File: src/core/ddcc_pkg.sv
// package for the dual down-converter configuration block
// assumes one sample clock shared by the converter cores, the register port and the output framer
package ddcc_pkg;

  // register offsets
  localparam logic [11:0] OFS_APP_LAYER   = 12'h200;
  localparam logic [11:0] OFS_DECIMATION  = 12'h201;
  localparam logic [11:0] OFS_CTL0        = 12'h310;
  localparam logic [11:0] OFS_SEL0        = 12'h311;
  localparam logic [11:0] OFS_FTW0_A      = 12'h314;
  localparam logic [11:0] OFS_FTW0_B      = 12'h315;
  localparam logic [11:0] OFS_POW0_A      = 12'h320;
  localparam logic [11:0] OFS_POW0_B      = 12'h321;
  localparam logic [11:0] OFS_CTL1        = 12'h330;
  localparam logic [11:0] OFS_SEL1        = 12'h331;
  localparam logic [11:0] OFS_FTW1_A      = 12'h334;
  localparam logic [11:0] OFS_FTW1_B      = 12'h335;
  localparam logic [11:0] OFS_POW1_A      = 12'h340;
  localparam logic [11:0] OFS_POW1_B      = 12'h341;

  // reset values
  localparam logic [7:0]  RST_REG         = 8'h00;

  // application layer fields
  localparam int          APP_REAL_BIT    = 5;      // set: I only output
  localparam logic [1:0]  APP_TWO_CONV    = 2'h2;   // two down-converters active
  localparam logic [7:0]  APP_TWO_REAL    = 8'h22;
  localparam logic [7:0]  APP_TWO_IQ      = 8'h02;

  // decimation codes
  localparam logic [7:0]  DEC_BY4         = 8'h02;
  localparam logic [7:0]  DEC_BY8         = 8'h03;

  // per-converter control fields
  localparam int          CTL_CPLX_MIX    = 7;      // set: complex mixer, clear: real mixer
  localparam int          CTL_GAIN6       = 6;      // set: 6 dB gain
  localparam int          CTL_REAL_OUT    = 3;      // set: real output
  localparam int          CTL_HB_LSB      = 0;      // two-bit half-band cascade field
  localparam logic [7:0]  CTL_REAL_HB321  = 8'h49;
  localparam logic [7:0]  CTL_CPLX_HB21   = 8'h40;
  localparam logic [7:0]  CTL_REAL_HB4321 = 8'h4a;

  // input select fields
  localparam int          SEL_I_FROM_B    = 0;
  localparam int          SEL_Q_FROM_B    = 2;
  localparam logic [7:0]  SEL_BOTH_A      = 8'h00;
  localparam logic [7:0]  SEL_BOTH_B      = 8'h05;

  // fifo
  localparam int          FIFO_DEPTH      = 8;

  // register port request
  typedef struct packed {
    logic        wr;      // one-cycle write strobe
    logic        rd;      // one-cycle read strobe
    logic [11:0] addr;
    logic [7:0]  wdata;
  } ddcc_req_t;

  // one sample pair from the converter cores
  typedef struct packed {
    logic signed [13:0] a;
    logic signed [13:0] b;
  } ddcc_smp_t;

  // one output word, both down-converters
  typedef struct packed {
    logic signed [15:0] i0;
    logic signed [15:0] q0;
    logic signed [15:0] i1;
    logic signed [15:0] q1;
  } ddcc_word_t;

endpackage

File: src/core/ddcc_top.sv
// configuration and datapath selection for two down-converters behind the converter cores
// assumes samples, register port and output framer all run on clk; no synchronisers needed
// Behaviour
// - 0x22 to app layer: two converters, I only
// - 0x02 to app layer: two converters, I/Q
// - decimation code 0x02 gives 4, 0x03 gives 8
// - control 0x49: real mixer, 6dB, real, three stages
// - control 0x40: real mixer, 6dB, complex, two stages
// - control 0x4a: real mixer, 6dB, real, four stages
// - converter 0 control conv0_control, converter 1 conv1_control
// - select 0x00: channel A to I and Q
// - select 0x05: channel B to I and Q
`timescale 1ns/10ps
`default_nettype none
module ddcc_top (
  // clock and reset
  input  wire logic                clk,
  input  wire logic                rst,
  // register port
  input  wire ddcc_pkg::ddcc_req_t reg_req,
  output logic [7:0]               reg_rdata,
  // samples from the converter cores
  input  wire logic                smp_valid,
  output logic                     smp_ready,
  input  wire ddcc_pkg::ddcc_smp_t smp,
  // output stream to the framer
  output logic                     out_valid,
  input  wire logic                out_ready,
  output ddcc_pkg::ddcc_word_t     out_word,
  // status
  output logic                     bypass,
  output logic                     real_only,
  output logic                     conv1_on,
  output logic [3:0]               dec_ratio,
  output logic [3:0]               stage_en0,
  output logic [3:0]               stage_en1
);

  // whole state of the block
  typedef struct packed {
    logic [7:0]                app;      // application layer select
    logic [7:0]                dec;      // chip decimation code
    logic                      app_wr;   // app layer written since reset
    logic                      dec_wr;   // decimation written since reset
    logic [1:0][7:0]           ctl;      // per-converter control
    logic [1:0][7:0]           sel;      // per-converter input select
    logic [1:0][15:0]          frequency_tuning_word;      // tuning words
    logic [1:0][15:0]          phase_offset_word;      // phase offsets
    logic [1:0][15:0]          phase;    // nco accumulators
    logic [1:0][18:0]          acc_i;    // decimation sums, I
    logic [1:0][18:0]          acc_q;    // decimation sums, Q
    logic [2:0]                cnt;      // samples in current output period
    logic                      pend;     // word waiting for the fifo
    ddcc_pkg::ddcc_word_t      word;     // word to push
    logic [7:0]                rdata;    // read data
  } ddcc_st_t;

  ddcc_st_t              s_r;
  ddcc_st_t              s_nxt;
  logic                  fifo_ready;  // fifo filling side ready
  logic                  accept;      // sample taken this cycle
  logic [1:0][15:0]      xi;          // selected I input per converter
  logic [1:0][15:0]      xq;          // selected Q input per converter

  // half-band stages enabled by the two-bit cascade field, stage one in bit 0
  function automatic logic [3:0] hb_stages(input logic [7:0] c);
    unique case (c[ddcc_pkg::CTL_HB_LSB +: 2])
      2'h0: hb_stages = 4'h3;
      2'h1: hb_stages = 4'h7;
      2'h2: hb_stages = 4'hf;
      2'h3: hb_stages = 4'h1;
    endcase
  endfunction

  // decimation code to ratio; other codes mean not decimating
  function automatic logic [3:0] dec_of(input logic [7:0] d);
    if (d == 8'h01)
      dec_of = 4'h2;
    else if (d == ddcc_pkg::DEC_BY4)
      dec_of = 4'h4;
    else if (d == ddcc_pkg::DEC_BY8)
      dec_of = 4'h8;
    else
      dec_of = 4'h1;
  endfunction

  // sign extend a converter sample to the 16-bit path
  function automatic logic [15:0] ext(input logic [13:0] x);
    ext = {{2{x[13]}}, x};
  endfunction

  // coarse quadrant rotation; cheap stand-in for the nco multiply
  function automatic logic [31:0] rot(input logic [15:0] i, input logic [15:0] q, input logic [1:0] quad);
    unique case (quad)
      2'h0: rot = {i, q};
      2'h1: rot = {q, 16'h0000 - i};
      2'h2: rot = {16'h0000 - i, 16'h0000 - q};
      2'h3: rot = {16'h0000 - q, i};
    endcase
  endfunction

  // status drawn from registers
  assign bypass    = !(s_r.app_wr && s_r.dec_wr) || dec_of(s_r.dec) == 4'h1;
  assign real_only = s_r.app[ddcc_pkg::APP_REAL_BIT];
  assign conv1_on  = s_r.app[1:0] >= ddcc_pkg::APP_TWO_CONV;
  assign dec_ratio = dec_of(s_r.dec);
  assign stage_en0 = hb_stages(s_r.ctl[0]);
  assign stage_en1 = hb_stages(s_r.ctl[1]);
  assign reg_rdata = s_r.rdata;

  // a pending word blocks new samples only while the fifo refuses it
  assign smp_ready = !s_r.pend || fifo_ready;
  assign accept    = smp_valid && smp_ready;

  // input routing per converter
  always_comb
  begin
    for (int k = 0; k < 2; k++)
    begin
      xi[k] = s_r.sel[k][ddcc_pkg::SEL_I_FROM_B] ? ext(smp.b) : ext(smp.a);
      xq[k] = s_r.sel[k][ddcc_pkg::SEL_Q_FROM_B] ? ext(smp.b) : ext(smp.a);
    end
  end

  // next state: registers, nco, mixing and decimation
  always_comb
  begin
    logic [1:0][15:0] ph;
    logic [31:0]      m;
    logic [15:0]      mi;
    logic [15:0]      mq;
    logic [1:0]       sh;
    ph    = '0;
    m     = '0;
    mi    = '0;
    mq    = '0;
    sh    = '0;
    s_nxt = s_r;
    // register writes
    if (reg_req.wr)
    begin
      unique case (reg_req.addr)
        ddcc_pkg::OFS_APP_LAYER:
        begin
          s_nxt.app    = reg_req.wdata;
          s_nxt.app_wr = 1'b1;
        end
        ddcc_pkg::OFS_DECIMATION:
        begin
          s_nxt.dec    = reg_req.wdata;
          s_nxt.dec_wr = 1'b1;
        end
        ddcc_pkg::OFS_CTL0:   s_nxt.ctl[0]       = reg_req.wdata;
        ddcc_pkg::OFS_SEL0:   s_nxt.sel[0]       = reg_req.wdata;
        ddcc_pkg::OFS_FTW0_A: s_nxt.frequency_tuning_word[0][7:0]  = reg_req.wdata;
        ddcc_pkg::OFS_FTW0_B: s_nxt.frequency_tuning_word[0][15:8] = reg_req.wdata;
        ddcc_pkg::OFS_POW0_A: s_nxt.phase_offset_word[0][7:0]  = reg_req.wdata;
        ddcc_pkg::OFS_POW0_B: s_nxt.phase_offset_word[0][15:8] = reg_req.wdata;
        ddcc_pkg::OFS_CTL1:   s_nxt.ctl[1]       = reg_req.wdata;
        ddcc_pkg::OFS_SEL1:   s_nxt.sel[1]       = reg_req.wdata;
        ddcc_pkg::OFS_FTW1_A: s_nxt.frequency_tuning_word[1][7:0]  = reg_req.wdata;
        ddcc_pkg::OFS_FTW1_B: s_nxt.frequency_tuning_word[1][15:8] = reg_req.wdata;
        ddcc_pkg::OFS_POW1_A: s_nxt.phase_offset_word[1][7:0]  = reg_req.wdata;
        ddcc_pkg::OFS_POW1_B: s_nxt.phase_offset_word[1][15:8] = reg_req.wdata;
        default: ; // unmapped writes are dropped
      endcase
    end
    // register reads, unmapped reads as zero
    if (reg_req.rd)
    begin
      unique case (reg_req.addr)
        ddcc_pkg::OFS_APP_LAYER:  s_nxt.rdata = s_r.app;
        ddcc_pkg::OFS_DECIMATION: s_nxt.rdata = s_r.dec;
        ddcc_pkg::OFS_CTL0:       s_nxt.rdata = s_r.ctl[0];
        ddcc_pkg::OFS_SEL0:       s_nxt.rdata = s_r.sel[0];
        ddcc_pkg::OFS_FTW0_A:     s_nxt.rdata = s_r.frequency_tuning_word[0][7:0];
        ddcc_pkg::OFS_FTW0_B:     s_nxt.rdata = s_r.frequency_tuning_word[0][15:8];
        ddcc_pkg::OFS_POW0_A:     s_nxt.rdata = s_r.phase_offset_word[0][7:0];
        ddcc_pkg::OFS_POW0_B:     s_nxt.rdata = s_r.phase_offset_word[0][15:8];
        ddcc_pkg::OFS_CTL1:       s_nxt.rdata = s_r.ctl[1];
        ddcc_pkg::OFS_SEL1:       s_nxt.rdata = s_r.sel[1];
        ddcc_pkg::OFS_FTW1_A:     s_nxt.rdata = s_r.frequency_tuning_word[1][7:0];
        ddcc_pkg::OFS_FTW1_B:     s_nxt.rdata = s_r.frequency_tuning_word[1][15:8];
        ddcc_pkg::OFS_POW1_A:     s_nxt.rdata = s_r.phase_offset_word[1][7:0];
        ddcc_pkg::OFS_POW1_B:     s_nxt.rdata = s_r.phase_offset_word[1][15:8];
        default:                  s_nxt.rdata = 8'h00;
      endcase
    end
    // pending word leaves when the fifo takes it
    if (s_r.pend && fifo_ready)
    begin
      s_nxt.pend = 1'b0;
    end
    if (accept)
    begin
      if (bypass)
      begin
        // raw channels straight through, one word per sample
        s_nxt.word = '{i0: ext(smp.a), q0: ext(smp.b), i1: ext(smp.a), q1: ext(smp.b)};
        s_nxt.pend = 1'b1;
        s_nxt.cnt  = '0;
      end
      else
      begin
        for (int k = 0; k < 2; k++)
        begin
          // nco advances by the tuning word, offset by the phase word
          s_nxt.phase[k] = s_r.phase[k] + s_r.frequency_tuning_word[k];
          ph[k]          = s_r.phase[k] + s_r.phase_offset_word[k];
          // real mixer sees no Q input
          m  = rot(xi[k], s_r.ctl[k][ddcc_pkg::CTL_CPLX_MIX] ? xq[k] : 16'h0000, ph[k][15:14]);
          mi = s_r.ctl[k][ddcc_pkg::CTL_GAIN6] ? {m[30:16], 1'b0} : m[31:16];
          mq = s_r.ctl[k][ddcc_pkg::CTL_GAIN6] ? {m[14:0], 1'b0} : m[15:0];
          s_nxt.acc_i[k] = s_r.acc_i[k] + {{3{mi[15]}}, mi};
          s_nxt.acc_q[k] = s_r.acc_q[k] + {{3{mq[15]}}, mq};
        end
        s_nxt.cnt = s_r.cnt + 1'b1;
        // emit one averaged word per decimation period
        if ({1'b0, s_r.cnt} == dec_ratio - 4'h1)
        begin
          sh = s_r.dec[1:0];
          s_nxt.word.i0 = 16'(s_nxt.acc_i[0] >>> sh);
          s_nxt.word.q0 = (real_only || s_r.ctl[0][ddcc_pkg::CTL_REAL_OUT]) ? 16'h0000
                          : 16'(s_nxt.acc_q[0] >>> sh);
          s_nxt.word.i1 = conv1_on ? 16'(s_nxt.acc_i[1] >>> sh) : 16'h0000;
          s_nxt.word.q1 = (!conv1_on || real_only || s_r.ctl[1][ddcc_pkg::CTL_REAL_OUT]) ? 16'h0000
                          : 16'(s_nxt.acc_q[1] >>> sh);
          s_nxt.acc_i = '0;
          s_nxt.acc_q = '0;
          s_nxt.cnt   = '0;
          s_nxt.pend  = 1'b1;
        end
      end
    end
  end

  // state register
  always_ff @(posedge clk)
  begin
    if (rst)
    begin
      s_r <= '0; // all registers reset to ddcc_pkg::RST_REG, block in bypass
    end
    else
    begin
      s_r <= s_nxt;
    end
  end

  // output buffer; a stalled framer backs up into smp_ready
  ddcc_fifo #(
    .W ($bits(ddcc_pkg::ddcc_word_t)),
    .D (ddcc_pkg::FIFO_DEPTH)
  ) u_fifo (
    .clk       (clk),
    .rst       (rst),
    .in_valid  (s_r.pend),
    .in_ready  (fifo_ready),
    .in_data   (s_r.word),
    .out_valid (out_valid),
    .out_ready (out_ready),
    .out_data  (out_word)
  );
endmodule // ddcc_top
`default_nettype wire

File: src/core/ddcc_fifo.sv
// small flip-flop fifo with valid/ready on both sides
// assumes the filling and draining sides share clk
`timescale 1ns/10ps
`default_nettype none
module ddcc_fifo #(
  parameter int W = 64,
  parameter int D = 8
) (
  // clock and reset
  input  wire logic         clk,
  input  wire logic         rst,
  // filling side
  input  wire logic         in_valid,
  output logic              in_ready,
  input  wire logic [W-1:0] in_data,
  // draining side
  output logic              out_valid,
  input  wire logic         out_ready,
  output logic [W-1:0]      out_data
);

  localparam int AW = $clog2(D);

  // whole state of the fifo
  typedef struct packed {
    logic [D-1:0][W-1:0] mem;   // storage words
    logic [AW-1:0]       wp;    // write index
    logic [AW-1:0]       rp;    // read index
    logic [AW:0]         cnt;   // words held
  } ddcc_fifo_st_t;

  ddcc_fifo_st_t s_r;
  ddcc_fifo_st_t s_nxt;
  logic          push;
  logic          pop;

  // handshakes are combinational; data comes straight from storage flops
  assign in_ready  = (s_r.cnt != D[AW:0]);
  assign out_valid = (s_r.cnt != '0);
  assign out_data  = s_r.mem[s_r.rp];
  assign push      = in_valid && in_ready;
  assign pop       = out_valid && out_ready;

  // next state
  always_comb
  begin
    s_nxt = s_r;
    if (push)
    begin
      s_nxt.mem[s_r.wp] = in_data;
      s_nxt.wp          = (s_r.wp == AW'(D - 1)) ? '0 : s_r.wp + 1'b1;
    end
    if (pop)
    begin
      s_nxt.rp = (s_r.rp == AW'(D - 1)) ? '0 : s_r.rp + 1'b1;
    end
    // simultaneous push and pop leaves the count alone
    if (push && !pop)
    begin
      s_nxt.cnt = s_r.cnt + 1'b1;
    end
    else if (pop && !push)
    begin
      s_nxt.cnt = s_r.cnt - 1'b1;
    end
  end

  // state register
  always_ff @(posedge clk)
  begin
    if (rst)
    begin
      s_r <= '0;
    end
    else
    begin
      s_r <= s_nxt;
    end
  end

endmodule // ddcc_fifo
`default_nettype wire

File: config.mk
export PLATFORM = sky130hd
export DESIGN_NAME = ddcc_top
export DESIGN_NICKNAME = d
export VERILOG_FILES = /design/src/core/ddcc_pkg.sv /design/src/core/ddcc_top.sv /design/src/core/ddcc_fifo.sv
export SDC_FILE = /design/constraint.sdc
export NUM_CORES = 2
export LEC_CHECK = 0
export BUFFER_PORTS_ARGS = -buffer_cell sky130_fd_sc_hd__buf_2
export CAP_MARGIN = 20
export CORE_MARGIN = 4
export CORE_UTILIZATION = 60
export DETAILED_ROUTE_END_ITERATION = 10
export PLACE_DENSITY = 0.77
export SYNTH_ARGS = -nofsm -noshare
export SYNTH_HDL_FRONTEND = slang
export SYNTH_SLANG_ARGS = --single-unit
File: constraint.sdc
create_clock -name clk -period 7.4 [get_ports clk]
set_input_delay 1.48 -clock clk [delete_from_list [all_inputs] [get_ports clk]]
set_output_delay 1.48 -clock clk [all_outputs]
set_load 0.03 [all_outputs]
=== Yosys cells after proc, flatten, opt, wreduce, memory -nomap -nowiden ===
Cells that the tools add are included.

* Bits in registers: 820
* Logic and storage cells: 179

* $add $sub $neg: 18
* $lt $le $gt $ge: 4
* Equal/unequal tests: 34
* Shift operators: 4
* Mux-type cells: 38
* Bitwise gates (word level): 1
* Reduce and logical (&&, ||, !) cells: 40

{| class="wikitable"
|+ Operator list
! kind !! count
|-
| 512-bit bitwise mux || 1
|-
| 32-bit case mux with 4 select lines || 2
|-
| 16-bit two-way mux || 13
|-
| 64-bit binary-select mux with 3-bit select || 1
|-
| 64-bit demux with 3-bit select || 1
|-
| 12-bit by 10-bit == test with 1-bit output (second input constant) || 14
|-
| 144-bit two-way mux || 1
|-
| 32-bit two-way mux || 4
|-
| 64-bit two-way mux || 2
|-
| 8-bit case mux with 14 select lines || 1
|-
| 19-bit adder || 4
|-
| 19-bit by 2-bit >>> shifter with 16-bit output || 4
|-
| 68-bit two-way mux || 1
|-
| 65-bit two-way mux || 1
|-
| 16-bit adder || 4
|-
| 1-bit by 16-bit subtractor with 16-bit output (first input constant) || 4
|-
| 4-bit case mux with 4 select lines || 2
|-
| 2-bit AND reduction || 16
|-
| 4-bit two-way mux || 5
|-
| 2-bit == test (second input constant) || 8
|-
| 8-bit by 2-bit == test with 1-bit output (second input constant) || 2
|-
| 3-bit by 1-bit adder with 3-bit output (second input constant) || 3
|-
| 2-bit by 1-bit == test with 1-bit output (second input constant) || 4
|-
| 8-bit by 1-bit == test with 1-bit output (second input constant) || 1
|-
| other kinds (18) || 40
|}

=== Logic depth before layout (Yosys ltp) ===
* Depth after elaboration: 15
* Gate-level depth with buffers: 25
* Mapped depth without buffers: 22

=== Cells and area by module ===
A second synthesis with hierarchy kept.

* Cell total of the unflattened synthesis: 5770
* Area total of the unflattened synthesis: 46164.3 um2

{| class="wikitable"
|+ By module, submodules not included
! module !! times used !! cells an instance !! area an instance (um2) !! seq. area each (um2)
|-
| ddcc_top || 1 || 3181 || 23501.3 || 5965.7
|-
| ddcc_fifo || 1 || 2589 || 22663.0 || 10450.0
|}

=== Worst setup path before layout ===
OpenSTA, ideal clock, no wires.

* Path kind: in2reg
* From: input port smp[14] in the netlist's numbering
* To: register s_r[132] in the netlist's numbering
* Arrival: 5.666 ns
* Data required time: 7.278 ns
* Slack: 1.612 ns
* Stages on the path: 19
* Buffers on the path: 2
* Cells stage by stage: buf_2 > mux2i_2 > ha_1 > o21ai_1 > or2_1 > nor4_2 > a31oi_1 > mux4_2 > mux2i_4 > inv_1 > ha_1 > clkbuf_1 > and3_1 > a2111oi_0 > o21bai_1 > a21oi_1 > xor2_1 > nor3_1 > a311o_1

* Word-level cells in the longest chain between the ends: 9
* Elaborated cells on any way between the ends: 11
* Classes of those cells: 3 x add/sub; 8 x mux

{| class="wikitable"
|+ RTL lines
! item !! RTL line !! RTL
|-
| start, declared || ddcc_top.sv:25 || <nowiki>input wire ddcc_pkg::ddcc_smp_t smp,</nowiki>
|-
| 16-bit two-way mux || ddcc_top.sv:121 || <nowiki>xq[k] = s_r.sel[k][ddcc_pkg::SEL_Q_FROM_B] ? ext(smp.b) : ext(smp.a);</nowiki>
|-
| 16-bit two-way mux || ddcc_top.sv:211 || <nowiki>m = rot(xi[k], s_r.ctl[k][ddcc_pkg::CTL_CPLX_MIX] ? xq[k] : 16'h0000, ph[k][15:14]);</nowiki>
|-
| 1-bit by 16-bit subtractor with 16-bit output || ddcc_top.sv:98 || <nowiki>2'h3: rot = {16'h0000 - q, i};</nowiki>
|-
| 32-bit case mux with 4 select lines * || ddcc_top.sv:94 || <nowiki>unique case (quad)</nowiki>
|-
| 32-bit two-way mux * || ddcc_top.sv:196 || <nowiki>if (bypass)</nowiki>
|-
| 32-bit two-way mux * || ddcc_top.sv:194 || <nowiki>if (accept)</nowiki>
|-
| 16-bit two-way mux * || ddcc_top.sv:212 || <nowiki>mi = s_r.ctl[k][ddcc_pkg::CTL_GAIN6] ? {m[30:16], 1'b0} : m[31:16];</nowiki>
|-
| 19-bit adder * || ddcc_top.sv:214 || <nowiki>s_nxt.acc_i[k] = s_r.acc_i[k] + {{3{mi[15]}}, mi};</nowiki>
|-
| 144-bit two-way mux * || ddcc_top.sv:219 || <nowiki>if ({1'b0, s_r.cnt} == dec_ratio - 4'h1)</nowiki>
|-
| end signal, assigned || ddcc_top.sv:246 || <nowiki>s_r <= s_nxt;</nowiki>
|-
| end, declared || ddcc_top.sv:58 || <nowiki>ddcc_st_t s_r;</nowiki>
|}

Mark *: on every way between the ends. The rest lies on a longest branch, timed or not. The select of a mux whose other input is x is not followed.
A chain may end at the register's enable or synchronous reset.

=== Final worst setup path ===
* From: register s_r[208] in the netlist's numbering
* To: register s_r[37] in the netlist's numbering

* Word-level cells in the longest chain between the ends: 11
* Elaborated cells on any way between the ends: 14
* Classes of those cells: 2 x add/sub; 3 x eq/ne; 1 x shift; 7 x mux; 1 x reduce/logical

{| class="wikitable"
|+ RTL lines
! item !! RTL line !! RTL
|-
| 16-bit adder * || ddcc_top.sv:209 || <nowiki>ph[k] = s_r.phase[k] + s_r.phase_offset_word[k];</nowiki>
|-
| 2-bit == test, or another cell as far along || ddcc_top.sv:94 ||
|-
| 32-bit case mux with 4 select lines * || ddcc_top.sv:94 ||
|-
| 32-bit two-way mux * || ddcc_top.sv:196 ||
|-
| 32-bit two-way mux * || ddcc_top.sv:194 ||
|-
| 16-bit two-way mux * || ddcc_top.sv:212 ||
|-
| 19-bit adder * || ddcc_top.sv:214 ||
|-
| 19-bit by 2-bit >>> shifter with 16-bit output * || ddcc_top.sv:225 || <nowiki>s_nxt.word.i1 = conv1_on ? 16'(s_nxt.acc_i[1] >>> sh) : 16'h0000;</nowiki>
|-
| 16-bit two-way mux * || ddcc_top.sv:225 ||
|-
| 144-bit two-way mux * || ddcc_top.sv:219 ||
|-
| 68-bit two-way mux * || ddcc_top.sv:196 ||
|}

Marks and branches as above.

==> results_dict.tcl <==
set metrics [dict create \
    synth_top_family_by_area "simple AND/OR/NAND/NOR gates" \
    wl_per_cell_um 22.46 \
    rows 100 \
    cp.arrival_ps 7030 \
    synth_edf_count 0 \
    power.clock.fraction 0.432 \
    io_buffers 140 \
    die_area_um2 80490 \
    multi_input_area_um2 27120 \
    p_sw_frac 0.2714 \
    ys_async_sr_fraction 0 \
    pwr-share-comb 0.109 \
    cts_tree "built" \
    synth_top_area_cell "dfxtp_1" \
    grt.total_usage 0.3504 \
    drv_cap 0 \
    clk_pin_slew_ps 60 \
    synthSimpleGateAreaFrac 0.2095 \
    num-fill-cells 6343 \
    final_nets 5781 \
    root_buffer "clkbuf_16" \
    gp_congestion 0.9868 \
    cts_buffers 84 \
    ys_types 100 \
    synth_area_leaders "dfxtp_1, nand2_1, a21oi_1" \
    switchingPower_mw 2.763 \
    grt_setup_unrepaired "false" \
    drive_gt1_frac 0.1197 \
    fin_crit_ps 6538 \
    dp_slack_ps 982.5 \
    fin_crit_sh 0.8836 \
    syn_to_final_growth_pct 7.895 \
    cts_resized 0 \
    synth_top_cell_area_share 0.3599 \
    synth_compound_area_frac 0.1905 \
    grt_pass1_wl_um 227700 \
    fin_ws_ps 861.6 \
    fmax_ghz 0.1529 \
    h-tree-depth 3 \
    viasPerCell 6.516 \
    ios 143 \
    yosysSeqAreaShare 0.3599 \
    clock_path_buffers 3 \
    power_density_nw_per_um2 206.9 \
    die-height_um 283.7 \
    avgSynthCellArea_um2 7.908 \
    start_util 0.6085 \
    coreArea_um2 74950 \
    power.total_mw 10.18 \
    yosysMostFrequentCell "nand2_1" \
    antenna_found_initial 4 \
    seq_area_um2 16430 \
    peakVddDrop_uv 183.5 \
    intPower_mw 7.416 \
    synthAdderAreaFrac 0.04395 \
    clock_latency_ps 650 \
    setup_viol 0 \
    hold_viol 0 \
    grt_pass1_vias 39054 \
    grt_max_degree 209 \
    synth_common_cells "nand2_1, a21oi_1, dfxtp_1, clkbuf_1, nor2_1" \
    hpwl_um 93740 \
    yosys_warnings 0 \
    finalWirelength_um 148500 \
    syn_area_um2 45610 \
    status "finished clean" \
    clock-sinks 820 \
    drc 0 \
    crit_fanout 26 \
    drt_iter0_drc 5891 \
    die_width_um 283.7 \
    synth_cells 5767 \
    hold_class "register to register" \
    worst-slew-pin-transition_ps 1202 \
    required_ps 7890 \
    grt_overflow 0 \
    seq_power_share 0.459 \
    worst-setup-path-type "register to register" \
    tns_ps 0 \
    synth-xor-area-share 0.02307 \
    ys_seq_elements 820 \
    leakagePower_nw 18.06 \
    synth.area.mux_share 0.1246 \
    dr.pass1.iters 9 \
    postCtsHoldBufs 0 \
    synthFlopType "dfxtp_1" \
    end_kind "register" \
    fin_skew_ps 31.63 \
    slew-limit-headroom 0.1989 \
    postRouteAntennaNets 0 \
    vias 43078 \
    post_cts_buffers 0 \
    critPathLaunchType "register" \
    slew_viol_final 0 \
]
[critical path, stage by stage (launching register included)]
cell and delay, ps:
dfxtp_1 390, ha_1 270, a21o_1 160, a21oi_1 170, o221ai_1 410, o21ai_1 610, a21oi_1 270, or2_2 390
buf_4 240, a21oi_1 240, nor2_1 60, a21oi_1 210, mux2i_1 170, fa_1 490, a211oi_1 320, o211ai_1 180
a31o_2 290, o41ai_1 460, o22ai_1 200, nor2_1 160, xor2_1 290, o21ai_0 120, a21oi_1 190, o22ai_1 90
[power by group through the flow]
stage          combinational, mW  clock [mW]  sequential [mW]
6_report                    1.11        4.40             4.67
5_1_grt                     1.18        4.59             4.68
4_1_cts                     1.05        4.41             4.70
3_5_place_dp                1.05           0             4.80
3_3_place_gp                1.04           0             4.79
2_1_floorplan              0.900           0             4.60
[worst paths after layout]
check,endpoint,from,slack [ps],depth (start not counted)
max,s_r[37],s_r[208],860,23
min,u_fifo.s_r[369],u_fifo.s_r[369],450,2
max reg2reg,s_r[37],s_r[208],860,23
min reg2reg,u_fifo.s_r[369],u_fifo.s_r[369],450,2
[sequential cells by signal, indices dropped and copies added, names as in the netlist]
signal	count
real_only	1
reg_rdata	8
s_r	289
u_fifo.s_r	522
[per-layer routing]
metal / vias to the layer above / part of all wire / GRT usage
met5: - / 0.00015 / 0
met4: 4 / 0.041 / 0.1364
met3: 403 / 0.12 / 0.07301
met2: 2375 / 0.44 / 0.5462
met1: 20453 / 0.40 / 0.4794
li1: 19843 / - / -
[layout by cell type, fill, tap and decap left out, types with 27 or more instances in the layout]
cell and instances:
nor2_1 377, xnor2_1 61, a22oi_1 54, nand2_1 1402
mux2i_1 122, xor2_1 52, nand3_1 175, a31oi_1 29
nor3_1 107, o211ai_1 31, mux2_2 123, buf_2 138
clkbuf_16 85, a21o_1 41, mux4_2 135, inv_1 57
nand4_1 28, a211oi_1 64, ha_1 149, dfxtp_1 814
and2_1 27, a21oi_1 869, o21ai_0 118, buf_4 76
[through the flow]
stage / std cells / utilization / hold WS, ps / cell area, µm²
after global routing: 6608 / 0.6565 / 466.1 / 49200
after detailed placement: 6453 / 0.6182 / 443.1 / 46340
final: 6611 / 0.6566 / 450.6 / 49210
after global placement: 6453 / 0.6182 / 438.3 / 46340
after floorplan: 5768 / - / 433.1 / 45610
after CTS: 6607 / 0.6562 / 451.5 / 49180
[area by class of cell]
type	count	share of cell area
clock inverters	28	0.007806
well taps	969	0.02464
clock buffers	126	0.05001
diodes	3	0.0001526
flip-flops and latches	820	0.3339
inverters	62	0.004729
multi-input cells	4384	0.5512
repair buffers	219	0.02756
[logic make-up after synthesis]
logic type / count (synthesis)
flip-flops: 820
AO/OA/AOI/OAI: 1450
XOR/XNOR: 117
other: 1
multiplexers: 382
AND/OR/NAND/NOR: 2277
buffers and inverters: 564
adder cells (fa/ha/maj): 156
(Power assumes the default switching activity.)
